$ cat src/rtl/flash_cmd_defines.svh
`ifndef FLASH_CMD_DEFINES_SVH
`define FLASH_CMD_DEFINES_SVH
`define REC_MISC_READ 8'h03
`define REC_ERASE 8'h04
`define REC_SECTOR_CRC 8'h05
`define REC_GLOBAL_CRC 8'h06
`define REC_BAUD_LOAD 8'h07
`define REC_RESET 8'h08
`define LEN_MISC_READ 8'h01
`define LEN_ERASE 8'h03
`define LEN_SECTOR_CRC 8'h01
`define LEN_GLOBAL_CRC 8'h00
`define LEN_BAUD_LOAD 8'h02
`define LEN_RESET 8'h00
`define SEL_ERASE_SECTOR 8'h01
`define SEL_ERASE_PAGE 8'h00
`define SUB_CFG1 5'h00
`define SUB_CFG2 5'h01
`define SUB_BOOT_VECTOR_BYTE 5'h02
`define SUB_STATUS 5'h03
`define SUB_SEC_BASE 5'h08
`define SUB_MFR 5'h10
`define SUB_DEV 5'h11
`define SUB_DERIV 5'h12
`define AUTH_KEY 8'h96
`define AUTH_KEY_ADDR 8'hFF
`define FCMD_SET_WE 8'h08
`define FCMD_CLR_WE 8'h0B
`define WE_ACT_BIT 7
`define CHAR_ACK 8'h2E
`define CHAR_NAK 8'h58
`define MAX_DATA 7
`endif

$ cat src/rtl/flash_cmd_pkg.sv
`default_nettype none
package flash_cmd_pkg;
  typedef struct packed {
    logic [7:0] count;
    logic [15:0] addr;
    logic [7:0] rtype;
  } rec_head_t;
  typedef struct packed {
    logic [7:0] cfg1;
    logic [7:0] cfg2;
    logic [7:0] boot_vec;
    logic [7:0] boot_stat;
    logic [63:0] security;
  } cfg_bytes_t;
  typedef enum logic [5:0] {
    ST_HEAD = 6'h01,
    ST_DATA = 6'h02,
    ST_SUM = 6'h04,
    ST_EXEC = 6'h08,
    ST_WAIT = 6'h10,
    ST_REPLY = 6'h20
  } cmd_state_t;
endpackage
`default_nettype wire

$ cat src/rtl/flash_program_command_unit.sv
`timescale 1ns/1ps
`default_nettype none
`include "flash_cmd_defines.svh"
module flash_program_command_unit #(
  parameter logic [7:0] MFR_ID = 8'hA5, // Arbitrary value
  parameter logic [7:0] DEV_ID = 8'h5A, // Arbitrary value
  parameter logic [7:0] DERIV_ID = 8'h3C // Arbitrary value
) (
  input wire logic core_clk,
  input wire logic reset_n,
  input wire logic rx_valid,
  input wire logic [7:0] rx_byte,
  output logic tx_valid,
  output logic [7:0] tx_byte,
  input wire logic tx_ready,
  input wire flash_cmd_pkg::cfg_bytes_t cfg_bytes,
  input wire logic serial_loader_mode,
  input wire logic in_application_mode,
  output logic erase_req,
  output logic erase_sector,
  output logic [15:0] erase_addr,
  output logic crc_req,
  output logic crc_global,
  output logic [7:0] crc_sector,
  input wire logic op_done,
  input wire logic [31:0] crc_result,
  output logic baud_load,
  output logic [15:0] baud_reload,
  output logic mcu_reset,
  input wire logic fcr_wr,
  input wire logic [7:0] fcr_wdata,
  input wire logic fdr_wr,
  input wire logic [7:0] fdr_wdata,
  input wire logic ram_wr,
  input wire logic [7:0] ram_addr,
  input wire logic [7:0] ram_wdata,
  input wire logic iap_call,
  input wire logic iap_needs_key,
  input wire logic iap_write_done,
  output logic iap_go,
  output logic write_enable,
  output logic write_allowed
);
  flash_cmd_pkg::cmd_state_t state_q;
  flash_cmd_pkg::rec_head_t head_q;
  logic [7:0] data_q [0:`MAX_DATA];
  logic [2:0] idx_q;
  logic [7:0] sum_q;
  logic [7:0] reply_q [0:4];
  logic [2:0] rlen_q;
  logic [2:0] rptr_q;
  logic we_q;
  logic we_armed_q;
  logic we_disarm_q;
  logic [7:0] key_q;
  logic key_fault;

  function automatic logic [7:0] read_sub(input logic [7:0] s);
    logic [7:0] r;
    r = 8'h00;
    if (s[7:5] == 3'h0) begin
      case (s[4:0])
        `SUB_CFG1: r = cfg_bytes.cfg1;
        `SUB_CFG2: r = cfg_bytes.cfg2;
        `SUB_BOOT_VECTOR_BYTE: r = cfg_bytes.boot_vec;
        `SUB_STATUS: r = cfg_bytes.boot_stat;
        `SUB_MFR: r = MFR_ID;
        `SUB_DEV: r = DEV_ID;
        `SUB_DERIV: r = DERIV_ID;
        default: begin
          if (s[4:3] == 2'h1) begin
            r = cfg_bytes.security[8'(s[2:0]) * 8 +: 8];
          end
        end
      endcase
    end
    return r; // Reserved codes fall out as zero
  endfunction

  // Header bytes arrive as count, addr hi, addr lo, type; then data, then checksum
  always_ff @(posedge core_clk) begin
    if (!reset_n) begin
      state_q <= flash_cmd_pkg::ST_HEAD;
      head_q <= '0;
      idx_q <= 3'h0;
      sum_q <= 8'h00;
      rlen_q <= 3'h0;
      rptr_q <= 3'h0;
      {erase_req, erase_sector, crc_req, crc_global, baud_load, mcu_reset} <= 6'h00;
      erase_addr <= 16'h0000;
      crc_sector <= 8'h00;
      baud_reload <= 16'h0000;
      for (int i = 0; i < 5; i++) reply_q[i] <= 8'h00;
      for (int i = 0; i <= `MAX_DATA; i++) data_q[i] <= 8'h00;
    end else begin
      erase_req <= 1'b0;
      crc_req <= 1'b0;
      baud_load <= 1'b0;
      if (key_fault) mcu_reset <= 1'b1;
      case (state_q)
        flash_cmd_pkg::ST_HEAD: begin
          if (rx_valid) begin
            head_q <= {head_q[23:0], rx_byte};
            sum_q <= sum_q + rx_byte;
            idx_q <= idx_q + 3'h1;
            if (idx_q == 3'h3) begin
              idx_q <= 3'h0;
              state_q <= (head_q[23:16] == 8'h00) ? flash_cmd_pkg::ST_SUM
                                                 : flash_cmd_pkg::ST_DATA;
            end
          end
        end
        flash_cmd_pkg::ST_DATA: begin
          if (rx_valid) begin
            data_q[idx_q] <= rx_byte;
            sum_q <= sum_q + rx_byte;
            idx_q <= idx_q + 3'h1;
            if ({5'h00, idx_q} + 8'h01 == head_q.count) begin
              state_q <= flash_cmd_pkg::ST_SUM;
            end
          end
        end
        flash_cmd_pkg::ST_SUM: begin
          if (rx_valid) begin
            idx_q <= 3'h0;
            rptr_q <= 3'h0;
            rlen_q <= 3'h1;
            state_q <= flash_cmd_pkg::ST_REPLY;
            if (8'(sum_q + rx_byte) != 8'h00) begin
              reply_q[0] <= `CHAR_NAK;
            end else begin
              reply_q[0] <= `CHAR_ACK;
              state_q <= flash_cmd_pkg::ST_EXEC;
            end
          end
        end
        flash_cmd_pkg::ST_EXEC: begin
          state_q <= flash_cmd_pkg::ST_REPLY;
          case (head_q.rtype)
            `REC_MISC_READ: begin
              if (head_q.count == `LEN_MISC_READ) begin
                reply_q[0] <= read_sub(data_q[0]);
              end
            end
            `REC_ERASE: begin
              if (head_q.count == `LEN_ERASE && write_allowed) begin
                erase_req <= 1'b1;
                erase_sector <= (data_q[0] == `SEL_ERASE_SECTOR);
                erase_addr <= {data_q[1], data_q[2]};
                state_q <= flash_cmd_pkg::ST_WAIT;
              end
            end
            `REC_SECTOR_CRC, `REC_GLOBAL_CRC: begin
              crc_req <= 1'b1;
              crc_global <= (head_q.rtype == `REC_GLOBAL_CRC);
              crc_sector <= data_q[0];
              state_q <= flash_cmd_pkg::ST_WAIT;
            end
            `REC_BAUD_LOAD: begin
              if (head_q.count == `LEN_BAUD_LOAD) begin
                baud_load <= 1'b1;
                baud_reload <= {data_q[0], data_q[1]};
              end
            end
            `REC_RESET: begin
              if (head_q.count == `LEN_RESET) mcu_reset <= 1'b1;
            end
            default: ;
          endcase
        end
        flash_cmd_pkg::ST_WAIT: begin
          if (op_done) begin
            if (head_q.rtype == `REC_SECTOR_CRC || head_q.rtype == `REC_GLOBAL_CRC) begin
              {reply_q[0], reply_q[1], reply_q[2], reply_q[3]} <= crc_result;
              reply_q[4] <= `CHAR_ACK;
              rlen_q <= 3'h5;
            end
            state_q <= flash_cmd_pkg::ST_REPLY;
          end
        end
        flash_cmd_pkg::ST_REPLY: begin
          if (tx_ready) begin
            rptr_q <= rptr_q + 3'h1;
            if (rptr_q + 3'h1 == rlen_q) begin
              state_q <= flash_cmd_pkg::ST_HEAD;
              sum_q <= 8'h00;
            end
          end
        end
        default: state_q <= flash_cmd_pkg::ST_HEAD;
      endcase
    end
  end

  assign tx_valid = (state_q == flash_cmd_pkg::ST_REPLY);
  assign tx_byte = reply_q[rptr_q];

  // Write-enable flag; key sequence needs the control write first
  always_ff @(posedge core_clk) begin
    if (!reset_n) begin
      we_q <= 1'b0;
      we_armed_q <= 1'b0;
      we_disarm_q <= 1'b0;
    end else begin
      if (fcr_wr) begin
        we_armed_q <= (fcr_wdata == `FCMD_SET_WE);
        we_disarm_q <= (fcr_wdata == `FCMD_CLR_WE);
      end
      if (fdr_wr) begin
        we_armed_q <= 1'b0;
        we_disarm_q <= 1'b0;
        if (fdr_wdata == `AUTH_KEY && we_armed_q) we_q <= 1'b1;
        if (fdr_wdata == `AUTH_KEY && we_disarm_q) we_q <= 1'b0;
      end
      if (serial_loader_mode && iap_call) we_q <= 1'b1;
      if (iap_write_done) we_q <= 1'b0;
    end
  end

  assign write_enable = we_q || !cfg_bytes.boot_stat[`WE_ACT_BIT];
  // Other programming modes bypass the flag entirely
  assign write_allowed = write_enable || !(serial_loader_mode || in_application_mode);

  // Authorization key cell shadows RAM location FFH
  always_ff @(posedge core_clk) begin
    if (!reset_n) begin
      key_q <= 8'h00;
      iap_go <= 1'b0;
    end else begin
      iap_go <= 1'b0;
      if (ram_wr && ram_addr == `AUTH_KEY_ADDR) key_q <= ram_wdata;
      if (iap_call) begin
        key_q <= 8'h00;
        iap_go <= !iap_needs_key || key_q == `AUTH_KEY;
      end
    end
  end

  // Bad key pulls reset through the same output as the reset record
  assign key_fault = iap_call && iap_needs_key && key_q != `AUTH_KEY;

  key_reset_a: assert property (@(posedge core_clk) disable iff (!reset_n)
    key_fault |=> !iap_go && key_q == 8'h00 && mcu_reset)
    else $error("Keyless call was executed");
  key_clear_a: assert property (@(posedge core_clk) disable iff (!reset_n)
    iap_call |=> key_q == 8'h00)
    else $error("Key not cleared after call");
  we_forced_a: assert property (@(posedge core_clk) disable iff (!reset_n)
    !cfg_bytes.boot_stat[`WE_ACT_BIT] |-> write_enable)
    else $error("Write enable not forced");
  nak_a: assert property (@(posedge core_clk) disable iff (!reset_n)
    state_q == flash_cmd_pkg::ST_SUM && rx_valid && 8'(sum_q + rx_byte) != 8'h00
    |=> state_q == flash_cmd_pkg::ST_REPLY && tx_byte == `CHAR_NAK)
    else $error("Bad checksum not rejected");
  no_exec_a: assert property (@(posedge core_clk) disable iff (!reset_n)
    (erase_req || crc_req || baud_load) |-> $past(state_q == flash_cmd_pkg::ST_EXEC))
    else $error("Operation before record complete");
  we_set_a: assert property (@(posedge core_clk) disable iff (!reset_n)
    fcr_wr && fcr_wdata == `FCMD_SET_WE && !fdr_wr && !iap_write_done
    ##1 fdr_wr && fdr_wdata == `AUTH_KEY && !fcr_wr && !iap_write_done
    |=> we_q)
    else $error("Set sequence ignored");
  we_clr_a: assert property (@(posedge core_clk) disable iff (!reset_n)
    iap_write_done |=> !we_q)
    else $error("Flag left set after write");
  erase_gate_a: assert property (@(posedge core_clk) disable iff (!reset_n)
    erase_req |-> $past(write_allowed))
    else $error("Erase without write enable");
endmodule // flash_program_command_unit
`default_nettype wire

$ cat config.mk
export PLATFORM = sky130hd
export DESIGN_NAME = flash_program_command_unit
export DESIGN_NICKNAME = d
export VERILOG_FILES = /design/src/rtl/flash_cmd_pkg.sv /design/src/rtl/flash_program_command_unit.sv
export VERILOG_INCLUDE_DIRS = /design/src /design/src/rtl
export SDC_FILE = /design/constraint.sdc
export NUM_CORES = 1
export LEC_CHECK = 0
export BUFFER_PORTS_ARGS = -buffer_cell sky130_fd_sc_hd__buf_2
export CAP_MARGIN = 20
export CORE_MARGIN = 2
export CORE_UTILIZATION = 46
export CTS_CLUSTER_SIZE = 14
export DETAILED_ROUTE_END_ITERATION = 8
export PLACE_DENSITY = 0.77
export SLEW_MARGIN = 15
export SYNTH_ARGS = -nofsm -noshare
export SYNTH_HDL_FRONTEND = slang
export SYNTH_SLANG_ARGS = --single-unit
$ cat constraint.sdc
create_clock -name core_clk -period 5.8 [get_ports core_clk]
set_input_delay 0.58 -clock core_clk [delete_from_list [all_inputs] [get_ports core_clk]]
set_output_delay 0.58 -clock core_clk [all_outputs]
set_load 0.005 [all_outputs]
==> impl_metrics.toml <==
[cells_and_area]
final-seq-area_um2 = 3620
fin_nets = 1349
multiInputGateArea_um2 = 4460
fill_cells = 1632
fin_util = 0.571
stdcell_area_um2 = 10200
syn2layout_area_growth_pct = 21.9
drive_above_1_share = 0.284

[global_route]
antenna_found_initial = 1
track_usage = 0.243
grt_max_degree = 69
grt_pass1_vias = 7556
grt.overflow.total = 0
grt_pass1_wl_mm = 38.0

[drt]
maxUsedRoutingLayer = "met4"
drtAntennaViolNets = 0
drt-met1-wl_mm = 9.65
viasPerCell = 5.59
first_iter_violations = 510
num_vias = 7815
drc_errors = 0
drtPass1Iterations = 7
wirelength_mm = 24.4
wl_met2_mm = 12.7
routed-wl-met3_mm = 1.49
routedWlPerCell_um = 17.5

[die]
dieArea_um2 = 19300
start_util = 0.469
die_w_um = 139
coreArea_um2 = 17900
ios = 239
placementRows = 49
die_h_um = 139

[place]
placed_area_um2 = 9660
place.gp.congestion = 0.878
pre_cts_ws_ps = 2740
port_buffers = 238
dp_hpwl_mm = 18.2

[power_and_ir_drop]
power_switching_uw = 718
seq_power_share = 0.467
power.leakage_nw = 4.05
switching_share = 0.267
p_per_area_nw_per_um2 = 263
ir_drop_v = 0.000223
intPower_mw = 1.97
clock_power_share = 0.401
p_comb_frac = 0.132

[logic_synthesis]
synth-edff-count = 24
syn_nets = 1143
synth-seq-cells = 169
yosys_warnings = 0
synth-xor-area-share = 0.0143
syn_inst = 950
synth_common_cells = "nand2_1 (211), dfxtp_1 (145), a21oi_1 (113)"
synth.most_common_cell = "nand2_1"
ys.flop_type = "dfxtp_1"
avgSynthCellArea_um2 = 8.83
yosysTopAreaCell = "dfxtp_1"
synth_compound_area_frac = 0.160
synth_cell_type_count = 80
synth_seq_area_share = 0.432
muxShareOfSynthArea = 0.0981
synth_top_area_frac = 0.346
synth-simple-area-share = 0.240
syn-cell-area_um2 = 8390
synthArstFlopShare = 0
synth_area_leaders = "dfxtp_1 (35%), nand2_1 (9.4%), edfxtp_1 (8.6%)"
synth_top_family_by_area = "simple AND/OR/NAND/NOR gates"
synthAdderAreaFrac = 0.0188

[critical_path]
crit_family = "simple AND/OR/NAND/NOR gates"
endpoint_kind = "flop"
critPathSlowestCell = "or4_1"
arrival_ps = 3190
ff2ff_setup_slack_ps = 2700
path_cells = "or4_1 > or3b_1 > nor4_4 > and2b_2 > nand2b_1"
critPathBufInv = 0
worstSetupPathType = "flop to flop"
required_ps = 5890
cpPeakStageDelay_ps = 680
crit_fanout = 10
cp-start-kind = "flop"

[timing]
max_freq_mhz = 323
setup_violations = 0
rsz0062_at_grt = "no"
min_period_ps = 3100
timing.final.max_slew_violations = 0
finalSetupTns_ps = 0
finalHoldViolCount = 0
timing.final.crit_share = 0.534
relSlewSlack = 0.288
finalClockSkew_ps = 9.18
worst_slew_pin_slew_ps = 1060
finalWorstSetupSlack_ps = 2700

[worst_hold_path]
hp-class = "input port to flop"

[clocking]
insertion_delay_ps = 430
cts_setup_buffers = 0
cts.sink_count = 169
ctsResizeCount = 0
postCtsHoldBufs = 0
cts_tree = "built"
cts-root-buf = "clkbuf_16"
htreeDepth = 4
cts_made_buffers = 17
cts_buffer_depth = 2
clk_pin_slew_worst_paths_ps = 70

[job]
maxCapViolations = 0

[status]
run_status = "complete, no violations"
stage by stage:
stage / std cells / power [mW] / hold slack (ps)
final: 1399 / 2.69 / 308
after global routing: 1399 / 2.78 / 314
after CTS: 1397 / 2.70 / 293
after detailed placement: 1365 / 1.63 / 441
after global placement: 1365 / 1.62 / 435
after floorplan: 950 / 1.50 / 432
cell usage in the layout (no fill, tap or decap), drive strengths merged, types with 7 or more instances in the layout:
master	instances
clkinv	9
ha	11
inv	15
and3	10
and2	20
or4	8
o21ai	23
o211ai	10
a21oi	113
mux2i	26
clkbuf	19
nand3	14
a211oi	10
nor2b	10
a221oi	9
edfxtp	24
nand2	211
nor2	57
dfxtp	145
mux2	8
mux4	21
nand2b	15
buf	246
nor3	23
or2	7
or3	9
power groups by stage:
stage / registers [mW] / logic, mW / clock network, mW
floorplan: 1.26 / 0.234 / 0
global placement: 1.28 / 0.345 / 0
detailed placement: 1.28 / 0.352 / 0
CTS: 1.25 / 0.354 / 1.09
global route: 1.26 / 0.391 / 1.13
finish: 1.26 / 0.355 / 1.08
sequential cells by signal (all words and copies together), names as in the netlist, 8 cells and up:
name and count:
baud_reload 16, crc_sector 8, data_q 24, erase_addr 16, head_q 32, key_q 8, reply_q 33, sum_q 8
cell type report:
class / instances / share of cell area
diodes: 1 / 0.000245
multi-input cells: 709 / 0.436
flip-flops and latches: 169 / 0.354
clock inverters: 13 / 0.0120
clock buffers: 19 / 0.0423
inverters: 13 / 0.00489
repair buffers: 246 / 0.122
well taps: 229 / 0.0280
logic make-up after synthesis:
group	Yosys count
compound gates	214
xor+xnor	12
fa+ha+maj	12
buf+inv	72
flops	169
mux	55
simple gates	416
path summary, 6_finish.rpt:
kind | from | endpoint | depth (start not counted)
setup reg to reg | state_q[2] | data_q[0][1] | 5
hold reg to reg | erase_addr[15] | erase_addr[15] | 2
hold / removal | iap_write_done | we_q | 2
setup / recovery | state_q[2] | data_q[0][1] | 5
routing by layer:
layer  track usage  vias to the layer above
met4        0.0930                        0
met5             0                        -
li1              -                     3802
met2         0.440                      274
met3        0.0518                       45
met1         0.282                     3694
(Power assumes the default switching activity.)
